### config.mk
export PLATFORM = sky130hd
export DESIGN_NAME = scr_top
export DESIGN_NICKNAME = d
export VERILOG_FILES = /design/src/verilog/scr_pkg.sv /design/src/verilog/scr_top.sv
export SDC_FILE = /design/constraint.sdc
export NUM_CORES = 1
export LEC_CHECK = 0
export ABC_CLOCK_PERIOD_IN_PS = 3400
export BUFFER_PORTS_ARGS = -buffer_cell sky130_fd_sc_hd__buf_2
export CORE_MARGIN = 1
export CORE_UTILIZATION = 45
export DETAILED_ROUTE_END_ITERATION = 16
export PLACE_DENSITY = 0.72
export RECOVER_POWER = 25
export SLEW_MARGIN = 20
export SYNTH_ARGS = -nofsm -noshare
export SYNTH_HDL_FRONTEND = slang
export SYNTH_SLANG_ARGS = --single-unit
### constraint.sdc
create_clock -name clock -period 3.4 [get_ports clock]
set_input_delay 0.68 -clock clock [delete_from_list [all_inputs] [get_ports clock]]
set_output_delay 0.68 -clock clock [all_outputs]
set_load 0.01 [all_outputs]
### src/verilog/scr_pkg.sv
// constants for the stepper serial command register bank
// assumes a 50 MHz system clock that oversamples the serial link pins
// Behaviour
// - chip select low frames a word; msb-first on rising clock; last 20 bits latch
// - beyond 20 clocks, input bits reappear on serial output 20 clocks later
// - a transaction writes one of five write-only registers unless bits 19:18 are 01; none read back
// - bits 19:18(:17) pick driver control, chopper, adaptive, load sense, driver config
// - driver control layout follows the held step-direction-disable bit
// - disable set: ignore step/direction, coil currents come from driver control
// - disable clear: step inputs used; interpolation bit 9, double edge 8, resolution 3:0
// - direct mode: coil a polarity is bit 17, one reverses the current
// - direct mode: coil b polarity is bit 8, one reverses the current
// - coil a magnitude bits 16:9, coil b 7:0; host keeps each at most 248
// - chopper fields: blank, mode, random off, decrement, end, start, off time
// - adaptive fields: minimum select, decrement speed, upper, increment, lower threshold
// - load sense fields: filter bit 16, signed threshold 14:8, current scale 4:0
// - driver config: test, slopes, short detect, disable bit 7, sense, response select
// - bits 3, 2 and 0 of driver config ignored on the base variant
// - response select picks position, load measurement, or load upper bits plus scale
// - response bits 7:0: standstill, open loads, ground shorts, overtemp, stall
package scr_pkg;
	localparam int scr_word_bits = 20;
	localparam logic [scr_word_bits-1:0] scr_reg_reset = 20'h00000;
	// target decode on bits 19:18 for driver control, bits 19:17 for the rest
	localparam logic [1:0] scr_sel_drvctl = 2'h0;
	localparam logic [2:0] scr_sel_chop = 3'h4;
	localparam logic [2:0] scr_sel_adapt = 3'h5;
	localparam logic [2:0] scr_sel_sense = 3'h6;
	localparam logic [2:0] scr_sel_drvcfg = 3'h7;
	// driver config field positions
	localparam int scr_pos_step_direction_disable = 7;
	localparam int scr_pos_response_select = 4;
	localparam int scr_pos_overtemp_sensitivity = 3;
	localparam int scr_pos_short_sensitivity = 2;
	localparam int scr_pos_s2vs = 0;
	// driver control fields
	localparam int scr_pos_pha = 17;
	localparam int scr_pos_ca = 9;
	localparam int scr_pos_phb = 8;
	localparam int scr_pos_cb = 0;
	localparam int scr_pos_step_interpolation = 9;
	localparam int scr_pos_double_edge_step = 8;
	localparam int scr_pos_microstep_resolution = 0;
	// response select encodings
	localparam logic [1:0] scr_rd_position = 2'h0;
	localparam logic [1:0] scr_rd_load = 2'h1;
	localparam logic [1:0] scr_rd_load_scale = 2'h2;
	typedef enum logic [2:0] {
		scr_idle_s = 3'b001,
		scr_shift_s = 3'b010,
		scr_latch_s = 3'b100
	} scr_state_t;
endpackage

### src/verilog/scr_top.sv
// serial command decoder with five write-only registers and a response word
// assumes link pins are asynchronous; link clock well below clock / 4
module scr_top (
	// system
	input wire logic clock,
	input wire logic arst_n,
	// serial link pins
	input wire logic link_sck,
	input wire logic link_cs_n,
	input wire logic link_sdi,
	output logic link_sdo,
	// variant: high for the enhanced part
	input wire logic enhanced_variant,
	// status for the response word
	input wire logic [9:0] microstep_position,
	input wire logic [9:0] load_measurement,
	input wire logic [4:0] actual_current_scale,
	input wire logic standstill,
	input wire logic open_load_b,
	input wire logic open_load_a,
	input wire logic ground_short_b,
	input wire logic ground_short_a,
	input wire logic overtemp_prewarning,
	input wire logic overtemp_shutdown,
	input wire logic stall_flag,
	// raw registers
	output logic [19:0] driver_control,
	output logic [19:0] chopper_config,
	output logic [19:0] adaptive_current_config,
	output logic [19:0] load_sense_config,
	output logic [19:0] driver_config,
	// decoded driver control
	output logic step_direction_disable,
	output logic coil_a_polarity,
	output logic [7:0] coil_a_magnitude,
	output logic coil_b_polarity,
	output logic [7:0] coil_b_magnitude,
	output logic step_interpolation,
	output logic double_edge_step,
	output logic [3:0] microstep_resolution,
	// chopper
	output logic [1:0] blank_time,
	output logic chopper_mode_select,
	output logic random_off_time,
	output logic [1:0] hysteresis_decrement,
	output logic [3:0] hysteresis_end,
	output logic [2:0] hysteresis_start,
	output logic [3:0] off_time,
	// adaptive current
	output logic minimum_current_select,
	output logic [1:0] decrement_speed,
	output logic [3:0] upper_threshold,
	output logic [1:0] increment_step,
	output logic [3:0] lower_threshold,
	// load sense
	output logic measurement_filter,
	output logic [6:0] load_threshold,
	output logic [4:0] current_scale,
	// driver config
	output logic test_mode,
	output logic [1:0] high_side_slope,
	output logic [1:0] low_side_slope,
	output logic short_detect_disable,
	output logic [1:0] short_detect_timer,
	output logic sense_voltage,
	output logic [1:0] response_select,
	output logic overtemp_sensitivity,
	output logic short_sensitivity,
	output logic supply_short_enable,
	// one-cycle pulse per accepted command
	output logic command_strobe
);
	import scr_pkg::*;

	logic [2:0] sck_sync;
	logic [2:0] cs_sync;
	logic [1:0] sdi_sync;
	logic sck_rise;
	logic sck_fall;
	logic cs_fall;
	logic cs_rise;
	logic [19:0] shift_in;
	logic [19:0] shift_out;
	logic [19:0] next_response;
	logic [19:0] cmd;
	logic [19:0] latched;
	logic rise_seen;
	logic frame_active;
	logic wr_driver_control;
	logic wr_chopper_config;
	logic wr_adaptive_current_config;
	logic wr_load_sense_config;
	logic wr_driver_config;
	scr_state_t state;
	scr_state_t next_state;

	// two stages before use; third stage only keeps the prior level
	always_ff @(posedge clock or negedge arst_n) begin
		if (!arst_n) begin
			sck_sync <= 3'h7;
		end else begin
			sck_sync <= {sck_sync[1:0], link_sck};
		end
	end

	// reset level matches the idle pin, so no false edge after reset
	always_ff @(posedge clock or negedge arst_n) begin
		if (!arst_n) begin
			cs_sync <= 3'h7;
		end else begin
			cs_sync <= {cs_sync[1:0], link_cs_n};
		end
	end

	always_ff @(posedge clock or negedge arst_n) begin
		if (!arst_n) begin
			sdi_sync <= 2'h0;
		end else begin
			sdi_sync <= {sdi_sync[0], link_sdi};
		end
	end

	assign sck_rise = sck_sync[1] & ~sck_sync[2];
	assign sck_fall = ~sck_sync[1] & sck_sync[2];
	assign cs_fall = ~cs_sync[1] & cs_sync[2];
	assign cs_rise = cs_sync[1] & ~cs_sync[2];
	assign frame_active = ~cs_sync[1];

	always_comb begin
		next_state = state;
		case (state)
			scr_idle_s: begin
				if (cs_fall) begin
					next_state = scr_shift_s;
				end
			end
			scr_shift_s: begin
				if (cs_rise) begin
					next_state = scr_latch_s;
				end
			end
			scr_latch_s: begin
				next_state = scr_idle_s;
			end
			default: begin
				next_state = scr_idle_s;
			end
		endcase
	end

	always_ff @(posedge clock or negedge arst_n) begin
		if (!arst_n) begin
			state <= scr_idle_s;
		end else begin
			state <= next_state;
		end
	end

	// only the newest 20 bits survive, so long frames keep the tail
	always_ff @(posedge clock or negedge arst_n) begin
		if (!arst_n) begin
			shift_in <= scr_reg_reset;
		end else if (frame_active && sck_rise) begin
			shift_in <= {shift_in[18:0], sdi_sync[1]};
		end
	end

	// idle-high clock opens a frame with a fall; that one keeps the msb
	always_ff @(posedge clock or negedge arst_n) begin
		if (!arst_n) begin
			rise_seen <= 1'b0;
		end else if (!frame_active) begin
			rise_seen <= 1'b0;
		end else if (sck_rise) begin
			rise_seen <= 1'b1;
		end
	end

	// response word, msb first
	always_comb begin
		next_response = scr_reg_reset;
		case (response_select)
			scr_rd_position: begin
				next_response[19:10] = microstep_position;
			end
			scr_rd_load: begin
				next_response[19:10] = load_measurement;
			end
			scr_rd_load_scale: begin
				next_response[19:15] = load_measurement[9:5];
				next_response[14:10] = actual_current_scale;
			end
			default: begin
				next_response[19:10] = microstep_position;
			end
		endcase
		next_response[7:0] = {standstill, open_load_b, open_load_a,
			ground_short_b, ground_short_a, overtemp_prewarning,
			overtemp_shutdown, stall_flag};
	end

	// output changes after falling clock; past 20 bits it forwards input
	always_ff @(posedge clock or negedge arst_n) begin
		if (!arst_n) begin
			shift_out <= scr_reg_reset;
		end else if (cs_fall) begin
			shift_out <= next_response;
		end else if (frame_active && sck_fall && rise_seen) begin
			shift_out <= {shift_out[18:0], shift_in[0]};
		end
	end

	// after 20 falls the msb is the bit taken 20 rising edges earlier
	assign link_sdo = shift_out[19];

	always_ff @(posedge clock or negedge arst_n) begin
		if (!arst_n) begin
			latched <= scr_reg_reset;
		end else if (state == scr_shift_s && cs_rise) begin
			latched <= shift_in;
		end
	end
	assign cmd = latched;

	always_ff @(posedge clock or negedge arst_n) begin
		if (!arst_n) begin
			command_strobe <= 1'b0;
		end else begin
			command_strobe <= (state == scr_latch_s);
		end
	end

	// one target per command; the codes cannot overlap
	assign wr_driver_control = (state == scr_latch_s) &&
		(cmd[19:18] == scr_sel_drvctl);
	assign wr_chopper_config = (state == scr_latch_s) &&
		(cmd[19:17] == scr_sel_chop);
	assign wr_adaptive_current_config = (state == scr_latch_s) &&
		(cmd[19:17] == scr_sel_adapt);
	assign wr_load_sense_config = (state == scr_latch_s) &&
		(cmd[19:17] == scr_sel_sense);
	assign wr_driver_config = (state == scr_latch_s) &&
		(cmd[19:17] == scr_sel_drvcfg);

	always_ff @(posedge clock or negedge arst_n) begin
		if (!arst_n) begin
			driver_control <= scr_reg_reset;
		end else if (wr_driver_control) begin
			driver_control <= cmd;
		end
	end

	always_ff @(posedge clock or negedge arst_n) begin
		if (!arst_n) begin
			chopper_config <= scr_reg_reset;
		end else if (wr_chopper_config) begin
			chopper_config <= cmd;
		end
	end

	always_ff @(posedge clock or negedge arst_n) begin
		if (!arst_n) begin
			adaptive_current_config <= scr_reg_reset;
		end else if (wr_adaptive_current_config) begin
			adaptive_current_config <= cmd;
		end
	end

	always_ff @(posedge clock or negedge arst_n) begin
		if (!arst_n) begin
			load_sense_config <= scr_reg_reset;
		end else if (wr_load_sense_config) begin
			load_sense_config <= cmd;
		end
	end

	always_ff @(posedge clock or negedge arst_n) begin
		if (!arst_n) begin
			driver_config <= scr_reg_reset;
		end else if (wr_driver_config) begin
			driver_config <= cmd;
		end
	end

	// layout read from the held disable bit; a new value acts the cycle after its write
	assign step_direction_disable = driver_config[scr_pos_step_direction_disable];
	// fields of the layout not in use read zero
	always_comb begin
		coil_a_polarity = 1'b0;
		coil_a_magnitude = 8'h00;
		coil_b_polarity = 1'b0;
		coil_b_magnitude = 8'h00;
		step_interpolation = 1'b0;
		double_edge_step = 1'b0;
		microstep_resolution = 4'h0;
		if (step_direction_disable) begin
			coil_a_polarity = driver_control[scr_pos_pha];
			coil_a_magnitude = driver_control[scr_pos_ca +: 8];
			coil_b_polarity = driver_control[scr_pos_phb];
			coil_b_magnitude = driver_control[scr_pos_cb +: 8];
		end else begin
			step_interpolation = driver_control[scr_pos_step_interpolation];
			double_edge_step = driver_control[scr_pos_double_edge_step];
			microstep_resolution = driver_control[scr_pos_microstep_resolution +: 4];
		end
	end

	assign blank_time = chopper_config[16:15];
	assign chopper_mode_select = chopper_config[14];
	assign random_off_time = chopper_config[13];
	assign hysteresis_decrement = chopper_config[12:11];
	assign hysteresis_end = chopper_config[10:7];
	assign hysteresis_start = chopper_config[6:4];
	assign off_time = chopper_config[3:0];

	assign minimum_current_select = adaptive_current_config[15];
	assign decrement_speed = adaptive_current_config[14:13];
	assign upper_threshold = adaptive_current_config[11:8];
	assign increment_step = adaptive_current_config[6:5];
	assign lower_threshold = adaptive_current_config[3:0];

	assign measurement_filter = load_sense_config[16];
	assign load_threshold = load_sense_config[14:8];
	assign current_scale = load_sense_config[4:0];

	assign test_mode = driver_config[16];
	assign high_side_slope = driver_config[15:14];
	assign low_side_slope = driver_config[13:12];
	assign short_detect_disable = driver_config[10];
	assign short_detect_timer = driver_config[9:8];
	assign sense_voltage = driver_config[6];
	assign response_select = driver_config[scr_pos_response_select +: 2];
	// base part leaves these options dead
	assign overtemp_sensitivity = enhanced_variant &
		driver_config[scr_pos_overtemp_sensitivity];
	assign short_sensitivity = enhanced_variant &
		driver_config[scr_pos_short_sensitivity];
	assign supply_short_enable = enhanced_variant &
		driver_config[scr_pos_s2vs];
endmodule

==> impl_metrics.csv <==
group,metric,value,unit
sta,finalSetupViolations,0,
yosys,synth-seq-cells,173,
critical_path,cp_slowest_cell,"clkbuf_2",
floorplan,pin_count,223,
floorplan,dieArea,16600,um2
sta,tightest_slew,1.72,ns
power_and_ir_drop,p_leak,4.90,nW
grt,antenna_found_initial,0,
layout,nFillCells,1299,
clock_network,cts_buffer_depth,2,
place,dp_hpwl,10200,um
floorplan,die_h,129,um
clock_network,path_clk_slew,0.06,ns
clock_network,cts_setup_buffers,0,
yosys,synth_area,7220,um2
status,violations,"max-capacitance violations, max-slew violations",
sta,finClkSkew,0.00794,ns
yosys,yosys_warnings,0,
grt,grt_usage,18.8,%
sta,finalHoldViolCount,0,
status,status,"complete, but fails checks",
critical_path,cp.depth,2,
grt,gr-total-overflow,0,
clock_network,cts_tree,"yes",
route,first_pass_iters,4,
layout,syn2layout_area_growth,21.1,%
clock_network,cts_inserted_buffers,17,
route,vias,4465,
route,drtAntennaViolNets,0,
yosys,netlist_instances,515,
place,place.gp.congestion,0.714,
sta,fin_ws,0.957,ns
sta,fin_crit,2.44,ns
floorplan,start_util,46.8,%
worst_hold_path,min_from,"sck_sync[0]",
critical_path,worstPathArrival,2.82,ns
floorplan,fp.coreArea,15400,um2
sta,slew-limit-headroom,-14.7,%
sta,rsz0062_at_grt,"false",
yosys,synth-seq-area-share,60.1,%
sta,fin_crit_sh,71.8,%
layout,diodes,0,
critical_path,cp_max_fo,70,
clock_network,numClockSinks,173,
critical_path,ff2ff_setup_slack,1.23,ns
critical_path,cp-end-kind,"asynchronous set/reset pin",
clock_network,root_buffer,"clkbuf_16",
route,initialDrtViolationCount,188,
clock_network,holdBufCountCts,0,
critical_path,path_cells,"clkbuf_2 > clkbuf_1",
place,dpl_worst_slack,1.20,ns
route,totalWireLength,15000,um
critical_path,critical-path-top-delay-family,"buffers and inverters",
floorplan,num_rows,45,
sta,fin_setup_tns,0,ns
yosys,yosysUniqueCellTypes,29,
yosys,syn_avg_cell_area,14.0,um2
critical_path,startpoint_type,"input port",
grt,grt_max_degree,71,
place,port-buffer-count,222,
grt,grt_pass1_wl,23600,um
clock_network,htree_levels,4,
grt,grt_pass1_vias,4391,
worst_hold_path,holdPathStages,0,
critical_path,crit_required,3.78,ns
critical_path,r2r_end,"driver_config[1]",
power_and_ir_drop,peakVddDrop,357,uV
sta,fmax,0.409,GHz
critical_path,reg2reg_depth,4,
worst_hold_path,holdPathEnd,"sck_sync[1]",
critical_path,critPathKind,"input port to asynchronous set/reset pin",
sta,drv_slew,70,
job,maxCapViolCount,1,
clock_network,cts-resized-gates,0,
critical_path,crit_buf_inv,2,
worst_hold_path,hold_path_class,"register to register",
power_and_ir_drop,cellPowerDensity,495,nW/um2
critical_path,rr_startpoint,"state[1]",
layout,drive_above_1_share,57.1,%
layout,finalNetCount,730,
floorplan,chipWidth,129,um
route,via_per_inst,4.90,
yosys,synth_nets,556,
layout,multi_input_area,2360,um2
critical_path,crit_path_max_incr_delay,1.21,ns
route,drc,0,
layout,regArea,4340,um2
clock_network,clock_latency,0.42,ns
route,wire_per_inst,16.5,um
[power breakdown]
part | switching [mW] | internal (mW)
Clock | 0.835 | 1.04
Combinational | 0.0972 | 0.105
Sequential | 0.0870 | 2.16
Total | 1.02 | 3.31
[how the worst max path moves through the flow]
stage | end | slack, ns | startpoint
after floorplan | coil_a_magnitude[0] | 1.82 | driver_config[7]
after global placement | chopper_config[11] | 1.24 | state[0]
after detailed placement | driver_config[1] | 1.20 | state[1]
after CTS | coil_b_magnitude[5] | 0.96 | driver_config[7]
after global routing | load_sense_config[15] | 0.48 | arst_n
final | load_sense_config[15] | 0.96 | arst_n
[sequential cells by signal (all words and copies together), names as in the netlist, 20 cells and up]
name / flops
adaptive_current_config: 20
chopper_config: 20
cmd: 20
driver_config: 20
driver_control: 20
load_sense_config: 20
shift_in: 20
shift_out: 20
[per-stage QoR]
step | power (mW) | hold slack, ns | std cells | instance area, um2 | utilization [%]
6_report | 4.33 | 0.362 | 911 | 8740 | 56.7
5_1_grt | 4.51 | 0.339 | 911 | 8740 | 56.7
4_1_cts | 4.38 | 0.274 | 911 | 8750 | 56.7
3_5_place_dp | 2.50 | 0.345 | 881 | 8180 | 53.0
3_3_place_gp | 2.48 | 0.341 | 881 | 8180 | 53.0
2_1_floorplan | 2.37 | 0.331 | 515 | 7220 | -
[layout by cell type (no fill, tap or decap), types with 4 or more instances in the layout]
cell type | Yosys | final
a21oi_1 | 6 | 6
a221oi_1 | 10 | 10
and2_1 | 27 | 27
buf_2 | 14 | 220
buf_4 | 57 | 9
clkbuf_16 | 0 | 17
clkinv_4 | 0 | 4
dfrtp_1 | 166 | 166
dfstp_2 | 7 | 5
inv_1 | 4 | 4
inv_6 | 0 | 6
mux2_2 | 126 | 126
mux2i_1 | 20 | 20
nand2_1 | 11 | 10
nand2b_1 | 6 | 6
nor2_1 | 4 | 4
nor2b_1 | 12 | 12
o21ai_0 | 14 | 14
o22ai_1 | 5 | 5
or2_2 | 4 | 4
[kinds of logic after synthesis]
group,Yosys count,synth area share [%]
flops,173,60.1
fa+ha+maj,2,0.347
compound gates,37,3.24
mux,146,22.4
buf+inv,82,7.47
simple gates,75,6.41
[cells in the mapped netlist]
master / instances / area [um2]
a21o_1: 1 / 7.51
a21oi_1: 6 / 30.0
a221oi_1: 10 / 87.6
and2_1: 27 / 169
and2b_1: 1 / 7.51
and3_1: 1 / 6.26
and3b_1: 1 / 8.76
and4bb_1: 1 / 12.5
and4bb_2: 1 / 12.5
buf_2: 14 / 70.1
buf_4: 57 / 428
clkbuf_1: 7 / 26.3
dfrtp_1: 166 / 4150
dfstp_2: 7 / 184
ha_1: 2 / 25.0
inv_1: 4 / 15.0
mux2_2: 126 / 1420
mux2i_1: 20 / 200
nand2_1: 11 / 41.3
nand2b_1: 6 / 37.5
nand3b_1: 2 / 15.0
nor2_1: 4 / 15.0
nor2b_1: 12 / 75.1
nor3b_1: 3 / 22.5
nor4b_2: 1 / 15.0
o21ai_0: 14 / 70.1
o21bai_1: 1 / 7.51
o22ai_1: 5 / 31.3
or2_2: 4 / 25.0
[layout make-up]
type                            instances  share of cell area (%)
Clock buffer                           18                    5.02
Clock inverter                         12                    1.47
Inverter                                4                   0.172
Multi-Input combinational cell        260                    27.0
Sequential cell                       173                    49.6
Tap cell                              211                    3.02
Timing Repair Buffer                  233                    13.7
[metal layers]
metal	vias to the layer above	routed length, um	global-route usage (%)
li1	2076	-	-
met1	2260	6850	25.3
met2	119	7380	30.4
met3	10	667	4.41
met4	0	138	5.61
met5	-	0	0
(Power assumes the default switching activity.)
